**config.mk**
```make
export PLATFORM = sky130hd
export DESIGN_NAME = dual_battery_source_selector
export DESIGN_NICKNAME = d
export VERILOG_FILES = /design/src/shared/selector_pkg.sv /design/src/hdl/battery_monitor.sv /design/src/hdl/dual_battery_source_selector.sv
export VERILOG_INCLUDE_DIRS = /design/src /design/src/shared
export SDC_FILE = /design/constraint.sdc
export NUM_CORES = 1
export LEC_CHECK = 0
export ABC_AREA = 1
export BUFFER_PORTS_ARGS = -buffer_cell sky130_fd_sc_hd__buf_4
export CAP_MARGIN = 20
export CELL_PAD_IN_SITES_DETAIL_PLACEMENT = 0
export CELL_PAD_IN_SITES_GLOBAL_PLACEMENT = 1
export CORE_AREA = 2 2 134 136
export CTS_BUF_LIST = sky130_fd_sc_hd__clkbuf_4
export CTS_CLUSTER_SIZE = 30
export DETAILED_ROUTE_END_ITERATION = 10
export DIE_AREA = 0 0 136 138
export PLACE_DENSITY = 0.72
export SLEW_MARGIN = 40
export SYNTH_ARGS = -nofsm -noshare
export SYNTH_HDL_FRONTEND = slang
export SYNTH_SLANG_ARGS = --single-unit
```
**constraint.sdc**
```tcl
create_clock -name i_ref_clk -period 6.5 [get_ports i_ref_clk]
set_clock_uncertainty 0.15 [all_clocks]
set_input_delay 0.325 -clock i_ref_clk [delete_from_list [all_inputs] [get_ports i_ref_clk]]
set_output_delay 0.325 -clock i_ref_clk [all_outputs]
set_load 0.03 [all_outputs]
```
**src/shared/selector_defines.svh**
```systemverilog
// timing counts, gate bit positions and state codes of the source selector
`ifndef SELECTOR_DEFINES_SVH
`define SELECTOR_DEFINES_SVH

`define REF_CLK_MHZ 125
`define TRANS_DELAY_NS 10000
`define TRANS_DELAY_CYC ((`TRANS_DELAY_NS * `REF_CLK_MHZ) / 1000)
`define BLANK_TIME_US 21000
`define BLANK_TIME_CYC (`BLANK_TIME_US * `REF_CLK_MHZ)

`define GATE_ADP_PWR 0
`define GATE_REV_BLK 1
`define GATE_ADP_BLK 2
`define GATE_BAT_DIS 3
`define GATE_DIS_A 4
`define GATE_CHG_A 5
`define GATE_DIS_B 6
`define GATE_CHG_B 7

`define GATES_NONE 8'h00
`define GATES_ADAPTER 8'h03
`define GATES_BAT_A 8'h3C
`define GATES_BAT_B 8'hCC
`define GATES_CHG_A 8'h33
`define GATES_CHG_B 8'hC3

`define CODE_IDLE 3'h0
`define CODE_DIS_A 3'h0
`define CODE_DIS_B 3'h1
`define CODE_AC 3'h2
`define CODE_AIR 3'h3
`define CODE_REL_A 3'h4
`define CODE_REL_B 3'h5
`define CODE_CHG_A 3'h6
`define CODE_CHG_B 3'h7
`define CODE_REL_END 3'h6

`endif

```
**src/shared/selector_pkg.sv**
```systemverilog
// types shared by the source selector modules
package selector_pkg;

    typedef enum logic [3:0] {
        MODE_IDLE,
        MODE_DIS_A,
        MODE_DIS_B,
        MODE_AC,
        MODE_AIR,
        MODE_REL_A,
        MODE_REL_B,
        MODE_REL_END,
        MODE_CHG_A,
        MODE_CHG_B
    } mode_t;

    typedef enum logic [1:0] {
        BAT_ABSENT,
        BAT_BLANK,
        BAT_NORMAL,
        BAT_UNDER
    } bat_state_t;

    typedef enum logic {
        PH_STEADY,
        PH_BREAK
    } phase_t;

endpackage

```
**src/hdl/battery_monitor.sv**
```systemverilog
// per-battery presence, insertion blanking and undervoltage latch
`timescale 1ns/1ps
`include "selector_defines.svh"

module battery_monitor
    import selector_pkg::*;
#(
    parameter int BLANK_CYC = `BLANK_TIME_CYC
)
(
    input wire logic i_ref_clk,
    input wire logic i_nrst,
    input wire logic i_above_uv,
    input wire logic i_above_2v,
    input wire logic i_clear_uv,
    output logic o_ok
);

    localparam int BW = $clog2(BLANK_CYC + 1);

    initial
    begin
        if (BLANK_CYC < 1)
        begin
            $error("BLANK_CYC must be at least one");
        end
    end

    typedef struct packed {
        logic [1:0] s1;
        logic [1:0] s2;
        logic [1:0] s3;
        logic [1:0] flt;
        bat_state_t st;
        logic dipped;
        logic [BW-1:0] cnt;
        logic ok;
    } mon_t;

    mon_t q_ff;
    mon_t nxt_q;
    logic uv_in;
    logic lo_in;

    // ------------------------------------------------------------
    // next state
    // ------------------------------------------------------------
    always_comb
    begin
        nxt_q = q_ff;
        nxt_q.s1 = {i_above_2v, i_above_uv};
        nxt_q.s2 = q_ff.s1;
        nxt_q.s3 = q_ff.s2;
        for (int i = 0; i < 2; i++)
        begin
            if (q_ff.s2[i] == q_ff.s3[i])
            begin
                nxt_q.flt[i] = q_ff.s2[i];
            end
        end
        uv_in = ~q_ff.flt[0];
        lo_in = ~q_ff.flt[1];
        unique case (q_ff.st)
            BAT_ABSENT:
            begin
                if (!lo_in)
                begin
                    nxt_q.st = BAT_BLANK;
                    nxt_q.cnt = '0;
                    nxt_q.dipped = 1'b0;
                end
            end
            BAT_BLANK:
            begin
                if (uv_in)
                begin
                    nxt_q.dipped = 1'b1;
                end
                if (lo_in)
                begin
                    nxt_q.st = BAT_ABSENT;
                end
                else if (q_ff.cnt == BW'(BLANK_CYC - 1))
                begin
                    if (!uv_in && !q_ff.dipped)
                    begin
                        nxt_q.st = BAT_NORMAL;
                    end
                    else
                    begin
                        nxt_q.st = BAT_UNDER;
                    end
                end
                else
                begin
                    nxt_q.cnt = q_ff.cnt + BW'(1);
                end
            end
            BAT_NORMAL:
            begin
                if (uv_in && !i_clear_uv)
                begin
                    nxt_q.st = BAT_UNDER;
                end
            end
            BAT_UNDER:
            begin
                if (i_clear_uv)
                begin
                    nxt_q.st = BAT_NORMAL;
                end
                else if (lo_in)
                begin
                    nxt_q.st = BAT_ABSENT;
                end
            end
        endcase
        nxt_q.ok = (nxt_q.st == BAT_NORMAL);
    end

    always_ff @(posedge i_ref_clk)
    begin
        if (!i_nrst)
        begin
            q_ff <= '0;
        end
        else
        begin
            q_ff <= nxt_q;
        end
    end

    assign o_ok = q_ff.ok;

endmodule

```
**src/hdl/dual_battery_source_selector.sv**
```systemverilog
// mode selection and break-before-make gate sequencing of the source selector
`timescale 1ns/1ps
`include "selector_defines.svh"

module dual_battery_source_selector
    import selector_pkg::*;
#(
    parameter int TRANS_CYC = `TRANS_DELAY_CYC,
    parameter int BLANK_CYC = `BLANK_TIME_CYC
)
(
    input wire logic i_ref_clk,
    input wire logic i_nrst,
    input wire logic i_mains_adapter_sense,
    input wire logic i_aircraft_adapter_sense,
    input wire logic i_relearn_request,
    input wire logic i_charge_request,
    input wire logic i_battery_choice,
    input wire logic i_bat_a_above_uv,
    input wire logic i_bat_a_above_2v,
    input wire logic i_bat_b_above_uv,
    input wire logic i_bat_b_above_2v,
    output logic o_adapter_power_gate,
    output logic o_reverse_block_gate,
    output logic o_adapter_block_gate,
    output logic o_battery_discharge_gate,
    output logic o_discharge_gate_a,
    output logic o_charge_gate_a,
    output logic o_discharge_gate_b,
    output logic o_charge_gate_b,
    output logic [2:0] o_state_code
);

    localparam int CW = $clog2(TRANS_CYC + 1);
    localparam int NIN = 5;
    localparam int IN_AC = 0;
    localparam int IN_AIR = 1;
    localparam int IN_REL = 2;
    localparam int IN_CHG = 3;
    localparam int IN_SEL = 4;

    initial
    begin
        if (TRANS_CYC < 1)
        begin
            $error("TRANS_CYC must be at least one");
        end
    end

    typedef struct packed {
        logic [NIN-1:0] s1;
        logic [NIN-1:0] s2;
        logic [NIN-1:0] s3;
        logic [NIN-1:0] flt;
        phase_t ph;
        mode_t mode;
        mode_t pend;
        logic [CW-1:0] cnt;
        logic term;
        logic [7:0] gates;
        logic [2:0] code;
    } sel_t;

    sel_t q_ff;
    sel_t nxt_q;
    logic ok_a;
    logic ok_b;
    logic clr_a;
    logic clr_b;
    logic ac_in;
    logic air_in;
    logic rel_in;
    logic chg_in;
    logic sel_in;
    logic ok_sel;
    mode_t target;
    logic lost;

    // ------------------------------------------------------------
    // mode decoding
    // ------------------------------------------------------------
    function automatic logic [7:0] gates_of(input mode_t m);
        logic [7:0] g;
        g = `GATES_NONE;
        unique case (m)
            MODE_IDLE: g = `GATES_NONE;
            MODE_DIS_A: g = `GATES_BAT_A;
            MODE_DIS_B: g = `GATES_BAT_B;
            MODE_AC: g = `GATES_ADAPTER;
            MODE_AIR: g = `GATES_ADAPTER;
            MODE_REL_A: g = `GATES_BAT_A;
            MODE_REL_B: g = `GATES_BAT_B;
            MODE_REL_END: g = `GATES_ADAPTER;
            MODE_CHG_A: g = `GATES_CHG_A;
            MODE_CHG_B: g = `GATES_CHG_B;
            default: g = `GATES_NONE;
        endcase
        return g;
    endfunction

    function automatic logic [2:0] code_of(input mode_t m);
        logic [2:0] c;
        c = `CODE_IDLE;
        unique case (m)
            MODE_IDLE: c = `CODE_IDLE;
            MODE_DIS_A: c = `CODE_DIS_A;
            MODE_DIS_B: c = `CODE_DIS_B;
            MODE_AC: c = `CODE_AC;
            MODE_AIR: c = `CODE_AIR;
            MODE_REL_A: c = `CODE_REL_A;
            MODE_REL_B: c = `CODE_REL_B;
            MODE_REL_END: c = `CODE_REL_END;
            MODE_CHG_A: c = `CODE_CHG_A;
            MODE_CHG_B: c = `CODE_CHG_B;
            default: c = `CODE_IDLE;
        endcase
        return c;
    endfunction

    // ------------------------------------------------------------
    // battery monitors
    // ------------------------------------------------------------
    // charge path counts as enabled once its gates are on
    assign clr_a = (q_ff.mode == MODE_CHG_A) && (q_ff.ph == PH_STEADY);
    assign clr_b = (q_ff.mode == MODE_CHG_B) && (q_ff.ph == PH_STEADY);

    battery_monitor #(
        .BLANK_CYC(BLANK_CYC)
    ) u_mon_a (
        .i_ref_clk(i_ref_clk),
        .i_nrst(i_nrst),
        .i_above_uv(i_bat_a_above_uv),
        .i_above_2v(i_bat_a_above_2v),
        .i_clear_uv(clr_a),
        .o_ok(ok_a)
    );

    battery_monitor #(
        .BLANK_CYC(BLANK_CYC)
    ) u_mon_b (
        .i_ref_clk(i_ref_clk),
        .i_nrst(i_nrst),
        .i_above_uv(i_bat_b_above_uv),
        .i_above_2v(i_bat_b_above_2v),
        .i_clear_uv(clr_b),
        .o_ok(ok_b)
    );

    // ------------------------------------------------------------
    // target source selection
    // ------------------------------------------------------------
    assign ac_in = q_ff.flt[IN_AC] & q_ff.flt[IN_AIR];
    assign air_in = ~q_ff.flt[IN_AC] & q_ff.flt[IN_AIR];
    assign rel_in = q_ff.flt[IN_REL];
    assign chg_in = q_ff.flt[IN_CHG];
    assign sel_in = q_ff.flt[IN_SEL];
    assign ok_sel = sel_in ? ok_b : ok_a;
    // pending battery mode whose battery dropped out of service
    assign lost = (!ok_a && (q_ff.pend == MODE_DIS_A || q_ff.pend == MODE_REL_A))
        || (!ok_b && (q_ff.pend == MODE_DIS_B || q_ff.pend == MODE_REL_B));

    always_comb
    begin
        target = MODE_IDLE;
        if (air_in)
        begin
            target = MODE_AIR;
        end
        else if (ac_in)
        begin
            if (rel_in && (q_ff.term || (q_ff.mode == MODE_REL_A && !ok_a)
                || (q_ff.mode == MODE_REL_B && !ok_b)))
            begin
                target = MODE_REL_END;
            end
            else if (rel_in && ok_sel)
            begin
                target = sel_in ? MODE_REL_B : MODE_REL_A;
            end
            else if (chg_in && !rel_in)
            begin
                target = sel_in ? MODE_CHG_B : MODE_CHG_A;
            end
            else
            begin
                target = MODE_AC;
            end
        end
        else if (ok_a && (!sel_in || !ok_b))
        begin
            target = MODE_DIS_A;
        end
        else if (ok_b)
        begin
            target = MODE_DIS_B;
        end
        else
        begin
            target = MODE_IDLE;
        end
    end

    // ------------------------------------------------------------
    // synchronisers and break-before-make sequencing
    // ------------------------------------------------------------
    always_comb
    begin
        nxt_q = q_ff;
        nxt_q.s1 = {i_battery_choice, i_charge_request, i_relearn_request,
                    i_aircraft_adapter_sense, i_mains_adapter_sense};
        nxt_q.s2 = q_ff.s1;
        nxt_q.s3 = q_ff.s2;
        for (int i = 0; i < NIN; i++)
        begin
            if (q_ff.s2[i] == q_ff.s3[i])
            begin
                nxt_q.flt[i] = q_ff.s2[i];
            end
        end
        // relearn end flag: set beats the clear
        if ((q_ff.mode == MODE_REL_A && !ok_a) || (q_ff.mode == MODE_REL_B && !ok_b))
        begin
            nxt_q.term = 1'b1;
        end
        else if (!rel_in || !ac_in)
        begin
            nxt_q.term = 1'b0;
        end
        unique case (q_ff.ph)
            PH_STEADY:
            begin
                if (target != q_ff.mode)
                begin
                    nxt_q.ph = PH_BREAK;
                    nxt_q.pend = target;
                    nxt_q.cnt = '0;
                    // drop only gates absent from the incoming set
                    nxt_q.gates = q_ff.gates & gates_of(target);
                end
            end
            PH_BREAK:
            begin
                // a battery lost mid-break must not be turned on: restart the break
                if (lost)
                begin
                    nxt_q.pend = target;
                    nxt_q.cnt = '0;
                    nxt_q.gates = q_ff.gates & gates_of(target);
                end
                else if (q_ff.cnt == CW'(TRANS_CYC - 1))
                begin
                    nxt_q.ph = PH_STEADY;
                    nxt_q.mode = q_ff.pend;
                    nxt_q.gates = gates_of(q_ff.pend);
                    nxt_q.code = code_of(q_ff.pend);
                end
                else
                begin
                    nxt_q.cnt = q_ff.cnt + CW'(1);
                end
            end
        endcase
    end

    always_ff @(posedge i_ref_clk)
    begin
        if (!i_nrst)
        begin
            q_ff <= '0;
        end
        else
        begin
            q_ff <= nxt_q;
        end
    end

    // ------------------------------------------------------------
    // outputs
    // ------------------------------------------------------------
    assign o_adapter_power_gate = q_ff.gates[`GATE_ADP_PWR];
    assign o_reverse_block_gate = q_ff.gates[`GATE_REV_BLK];
    assign o_adapter_block_gate = q_ff.gates[`GATE_ADP_BLK];
    assign o_battery_discharge_gate = q_ff.gates[`GATE_BAT_DIS];
    assign o_discharge_gate_a = q_ff.gates[`GATE_DIS_A];
    assign o_charge_gate_a = q_ff.gates[`GATE_CHG_A];
    assign o_discharge_gate_b = q_ff.gates[`GATE_DIS_B];
    assign o_charge_gate_b = q_ff.gates[`GATE_CHG_B];
    assign o_state_code = q_ff.code;

endmodule

```
==> results of run 1 <==
-- logic make-up after synthesis --
family,share of synthesized area [%]
AND/OR/NAND/NOR,30.1
XOR/XNOR,2.37
flip-flops,42.6
adder cells (fa/ha/maj),2.54
AO/OA/AOI/OAI,12.8
buffers and inverters,9.60
-- critical path: stages (launching register included) --
cell and delay, ns:
dfxtp_1 0.44, nand3_1 0.11, nand2_1 0.09, nand3_1 0.12
nand4_1 0.13, nand3_1 0.20, nand2_1 0.12, nand2_1 0.09
nand2_4 0.14, nand2_4 0.10, nand2_1 0.07, nand3_1 0.18
ha_1 0.37, nand3_1 0.07, nand3_1 0.11, nand2_1 0.05
-- flip-flops by register name, summed over array words and instances (netlist names), named ones only --
signal	cells
q_ff	30
u_mon_a.q_ff	29
u_mon_b.q_ff	29
nxt_q	10
u_mon_a.nxt_q	4
u_mon_b.nxt_q	4
o_state_code	3
chg_in	1
o_adapter_block_gate	1
o_adapter_power_gate	1
o_battery_discharge_gate	1
o_charge_gate_a	1
o_charge_gate_b	1
o_discharge_gate_a	1
o_discharge_gate_b	1
o_reverse_block_gate	1
u_mon_a.o_ok	1
u_mon_b.o_ok	1
-- power breakdown --
part / internal, mW / total [mW] / leakage (nW) / switching [mW]
Sequential: 0.794 / 0.804 / 1.02 / 0.00985
Clock: 0.239 / 0.560 / 0.148 / 0.321
Combinational: 0.0367 / 0.115 / 1.47 / 0.0785
Total: 1.07 / 1.48 / 2.64 / 0.409
-- path summary, 6_finish.rpt --
check | end | slack (ns)
worst max-delay path | register | 3.86
worst min-delay path | nxt_q[45] | 0.08
worst max register to register | register | 3.86
worst min register to register | u_mon_b.nxt_q[28] | 0.27
-- cell type report --
cell class / instances / share of cell area, %
diodes: 1 / 0.0375
multi-input cells: 553 / 42.5
flip-flops and latches: 126 / 37.8
clock buffers: 18 / 2.03
well taps: 229 / 4.30
inverters: 123 / 6.96
clock inverters: 14 / 2.38
repair buffers: 32 / 3.94
-- placed cells by master (no fill, tap or decap), drive strengths merged, types with 3 or more instances in the layout --
| master | count |
|---|---|
| clkbuf | 18 |
| xor2 | 13 |
| a21oi | 71 |
| xnor2 | 3 |
| dlygate4sd3 | 9 |
| o31ai | 4 |
| ha | 12 |
| nand3 | 59 |
| inv | 128 |
| clkinvlp | 4 |
| a211oi | 6 |
| nor3b | 5 |
| buf | 23 |
| clkinv | 3 |
| nor4 | 18 |
| o21ai | 48 |
| nand4 | 19 |
| nor3 | 35 |
| dfxtp | 126 |
| a31oi | 3 |
| nor2 | 89 |
| nand2 | 157 |
-- metal layers --
| metal | share of wire, % | routed length [um] |
|---|---|---|
| met1 | 54 | 6770 |
| met2 | 43 | 5360 |
| met3 | 2.4 | 304 |
| met4 | 1.2 | 151 |
| met5 | 0 | 0 |
-- synthesized netlist by cell type, drive strengths merged, types with 6 or more instances --
cell,instances
nor4,18
a211oi,6
nand4,19
buf,10
nor2,89
nand2,157
nand3,59
xor2,13
ha,12
dfxtp,126
inv,123
a21oi,71
o21ai,48
clkbuf,11
nor3,35
-- what timing repair did --
action	4_1_cts	5_1_grt
hold buffers	9	0
resized for setup	0	0
endpoints found under the hold margin	9	0
==> qor.yml, run 1 <==
outcome: "finished clean"
drive_gt1_share_pct: 9.58
avgSynthCellArea_um2: 7.19
register_area_um2: 2520
cts_buffer_depth: 2
fill_cells: 1921
total_power_mw: 1.48
drc_errors: 0
dp_cells: 1054
synthDistinctLibCells: 42
area_delta_synth_final_pct: 12.7
cts_htree_levels: 4
fin_ws_ns: 3.86
cts.sinks: 126
wl_um: 12600
syn_inst: 823
utilization_pct: 38.0
grt_usage_pct: 14.3
multiInputGateArea_um2: 2840
die-area_um2: 18800
wl_per_cell_um: 11.5
critPathMaxFanout: 8
crit-reg2reg-launch: "q_ff[28]"
die_width_um: 136
post_cts_buffers: 0
hold_viol: 0
tns_ns: 0
vias_per_cell: 4.69
grt-ovfl-total: 0
first_pass_iters: 6
yosys.area.top_type: "dfxtp_1"
cts_root_buf: "clkbuf_4"
start_kind: "register"
port_buffers: 21
io_pins: 22
antenna_found_initial: 1
min_from: "i_nrst"
place_area_um2: 6280
setup_viol: 0
use_met3_pct: 4.03
max_freq_ghz: 0.379
die_height_um: 138
nets: 876
antenna_left: 0
clock_latency_ns: 0.55
dp.final_hpwl_um: 9040
crit_path_end_kind: "register"
finalCriticalPeriod_ns: 2.64
num_rows: 49
cts_tree: "built"
report.final.slew_viol_count: 0
async_reset_ff_share_pct: 0
yosys.area.top_type_share_pct: 42.6
syn_area_um2: 5920
synth_edf_count: 0
use_met1_pct: 19.8
maxCapViolCount: 0
hold_class: "input port to register"
first_iter_violations: 331
final_area_um2: 6670
initial_core_util_pct: 33.8
tightest_slew_ns: 0.698
pre_cts_ws_ns: 3.73
synth_seq_cells: 126
vdd.ir_drop.worst_mv: 0.141
instances_no_fill: 1096
grt_max_degree: 56
startpoint: "q_ff[28]"
synthFlopType: "dfxtp_1"
clkTransAtPathRegs_ns: 0.13
cp_data_arrival_time_ns: 2.94
syn_nets: 846
p_leak_nw: 2.64
period_share_pct: 40.5
min_path_cells: 3
core_region_area_um2: 17500
fin_hold_ws_ns: 0.0833
max-slew-margin-rel_pct: 53.3
grt_util_met2_pct: 21.3
r2r_cells: 15
grt_pass1_vias: 4790
crit_type: "register to register"
place.gp.congestion: 0.802
ys_seq_area_share_pct: 42.6
grt_pass1_wl_um: 21900
numCtsBuffers: 17
power_density_nw_per_um2: 222
num_vias: 5138
ys_warn_count: 0
synth_area_leaders: "dfxtp_1 43%, nand2_1 9.4%, inv_1 7.5%"
critPathRequiredTime_ns: 6.81
rsz0062_at_grt: "false"
grt.busiest_layer: "met2"
(Power assumes the default switching activity.)
==> inputs of run 2 (changes only) <==
--- a/config.mk
+++ b/config.mk
@@ -6,16 +6,16 @@
 export SDC_FILE = /design/constraint.sdc
 export NUM_CORES = 1
 export LEC_CHECK = 0
-export ABC_AREA = 1
+export ABC_AREA = 0
 export BUFFER_PORTS_ARGS = -buffer_cell sky130_fd_sc_hd__buf_4
 export CAP_MARGIN = 20
 export CELL_PAD_IN_SITES_DETAIL_PLACEMENT = 0
 export CELL_PAD_IN_SITES_GLOBAL_PLACEMENT = 1
-export CORE_AREA = 2 2 134 136
+export CORE_AREA = 2 2 131 133
 export CTS_BUF_LIST = sky130_fd_sc_hd__clkbuf_4
 export CTS_CLUSTER_SIZE = 30
 export DETAILED_ROUTE_END_ITERATION = 10
-export DIE_AREA = 0 0 136 138
+export DIE_AREA = 0 0 133 135
 export PLACE_DENSITY = 0.72
 export SLEW_MARGIN = 40
 export SYNTH_ARGS = -nofsm -noshare
==> constraint.sdc (replaced) <==
create_clock -name i_ref_clk -period 2.2 [get_ports i_ref_clk]
set_clock_uncertainty 0.15 [all_clocks]
set_input_delay 0.11 -clock i_ref_clk [delete_from_list [all_inputs] [get_ports i_ref_clk]]
set_output_delay 0.11 -clock i_ref_clk [all_outputs]
set_load 0.03 [all_outputs]
==> run 2 against run 1 <==
The run now ends with setup timing left. Design area is 16% higher. Cell count fell by 7.6%. Global-route usage increased by 1.1 points. Worst setup slack got worse by 4.6 ns. Critical path type unchanged. Fmax fell by 9.3%. Via count decreased by 3.8%. Sequential power grew to 2.9 times the previous value. Core utilization grew 9.1 points.
==> qor.yml, run 2 <==
regMostFlops: "q_ff"
crit_type: "register to register"
hold_class: "input port to register"
wl_um: 13500
place.gp.congestion: 0.822
vdd.ir_drop.worst_mv: 0.326
grt_max_degree: 34
syn_inst: 650
tightest_slew_ns: 0.726
top_regs: "q_ff (30), u_mon_a.q_ff (29), u_mon_b.q_ff (29)"
maxCapViolCount: 0
cts_root_buf: "clkbuf_4"
cts.sinks: 126
hold_viol: 0
clock_latency_ns: 0.53
grt_pass1_wl_um: 22300
grt-ovfl-total: 0
synthDistinctLibCells: 67
first_iter_violations: 195
synth.area.mux_share_pct: 2.99
place_area_um2: 6770
clkTransAtPathRegs_ns: 0.11
synthTopCellsByCount: "126 x dfxtp_1, 88 x nor2_1, 55 x nand2_1, 36 x a21oi_1, 33 x o21ai_0"
numCtsBuffers: 17
die-area_um2: 18000
num_rows: 47
synthFlopType: "dfxtp_1"
vias_per_cell: 4.88
critPathRequiredTime_ns: 2.47
final_area_um2: 7730
cts_buffer_depth: 2
nets: 804
async_reset_ff_share_pct: 0
cp_cell_sequence: "buf_6 > buf_6 > nand2b_4 > a32o_2 > a211o_1 > a21oi_4 > a21oi_4 > mux2i_2 > nand2b_4 > ha_4 > nor2_4 > nand2_1 > mux2i_1 > a221o_1"
final_cell_mix: "115 x dfxtp_1, 110 x buf_4, 80 x nor2_1"
syn_area_um2: 5700
core_region_area_um2: 16400
start_kind: "register"
avgSynthCellArea_um2: 8.76
synth_area_leaders: "dfxtp_1 44%, nor2_1 5.8%, nand2_1 3.6%"
synth_edf_count: 0
yosysMostFrequentCell: "dfxtp_1"
yosys.area_share.simple_pct: 25.2
cts_htree_levels: 4
synth_xor_area_share_pct: 7.05
antenna_found_initial: 1
synth_seq_cells: 126
setup_viol: 52
max-slew-margin-rel_pct: 51.5
first_pass_iters: 4
crit_path_end_kind: "register"
synth_compound_area_share_pct: 13.9
power_density_nw_per_um2: 530
die_height_um: 135
period_share_pct: 132
synth_top_family_by_area: "simple AND/OR/NAND/NOR gates"
violations: "setup timing"
cp_slowest_stage_delay_ns: 0.35
io_pins: 22
grt_usage_pct: 15.4
cpMaxStageDelayCell: "a211o_1"
cts_tree: "built"
dp.final_hpwl_um: 9230
final_common_cell: "dfxtp_1"
utilization_pct: 47.1
grt_pass1_vias: 4834
yosys.area_share.adder_pct: 2.64
tns_ns: -14.34
yosys.area.top_type: "dfxtp_1"
ys_seq_area_share_pct: 44.3
finalCriticalPeriod_ns: 2.91
fin_ws_ns: -0.705
max_freq_ghz: 0.344
wl_per_cell_um: 13.4
critPathMaxFanout: 5
die_width_um: 133
yosys.area.top_type_share_pct: 44.3
drc_errors: 0
num_vias: 4943
area_delta_synth_final_pct: 35.6
antenna_left: 0
rsz0062_at_grt: "true"
report.final.slew_viol_count: 0
cp_data_arrival_time_ns: 3.17
outcome: "finished, violations left"
initial_core_util_pct: 34.7
ys_warn_count: 0
drive_gt1_share_pct: 30.6
port_buffers: 21
p_leak_nw: 2.87
r2r_setup_slack_ns: -0.71
largest_reg_flops: 30
syn_nets: 673
run 2: changes by cell type after synthesis, moves of 17 or more:
cell	previous run	this run
mux2i_1	0	17
and2_1	0	30
nand2_1	148	55
xnor2_1	3	23
a21oi_1	70	36
inv_1	118	21
nand3_1	53	17
run 2: where the power goes:
group	switching (mW)	total (mW)	internal, mW
Sequential	0.0148	2.32	2.31
Clock	0.847	1.51	0.667
Combinational	0.134	0.256	0.122
Total	0.995	4.09	3.10
run 2: path summary, 6_finish.rpt:
kind,start,to,depth (start not counted)
max,q_ff[36],register,14
min,i_bat_a_above_uv,u_mon_a.nxt_q[30],3
min reg2reg,nxt_q[46],nxt_q[41],1
max reg2reg,q_ff[36],register,14
run 2: final cells by class:
class	instances	area, um^2
inverter	21	78.8
sequential	126	2540
clock inverter	12	121
timing repair buffer	141	1190
multi-input combinational	474	3390
clock buffer	18	135
antenna	1	2.50
fill	1544	8680
tap	220	275
run 2: metal layers:
layer  vias to the layer above  GRT usage, %  routed length, um
met5                         -             0                  0
met1                      2339          17.1               5820
met3                        22          3.94                402
met4                         0          6.93                323
li1                       2509             -                  -
met2                        73          27.7               6980
run 2: stage by stage:
| step | hold WS, ns | cells | setup slack [ns] | power, mW |
|---|---|---|---|---|
| after CTS | 0.124 | 1002 | -0.700 | 4.13 |
| after detailed placement | 0.174 | 949 | -0.691 | 2.58 |
| final | 0.178 | 1013 | -0.705 | 4.09 |
| after global placement | 0.167 | 949 | -0.652 | 2.57 |
| after global routing | 0.132 | 1013 | -0.862 | 4.29 |
| after floorplan | 0.0873 | 650 | -0.712 | 2.50 |
run 2: worst max-delay path: cells and delay by family (launching register included):
family / cells / cell delay, ns
AOI/OAI and AO/OA: 5 / 1.19
buffers and inverters: 2 / 0.22
muxes: 2 / 0.22
DFF: 1 / 0.34
adders and majority gates: 1 / 0.28
and+or+nand+nor: 4 / 0.40
run 2: what timing repair did:
item	4_1_cts	5_1_grt
pin swaps	40	35
buffers inserted	15	13
hold buffers	10	0
cloned	1	0
resized for setup	54	50
hold endpoints to repair	26	0
setup endpoints to repair	52	57
run 2: kinds of logic (layout without fill, tap and decap cells):
logic type	count (synthesis)	in the layout
compound gates	115	115
flops	126	126
buf+inv	51	192
simple gates	284	285
other cells	0	1
mux	17	17
xor+xnor	45	45
fa+ha+maj	12	12
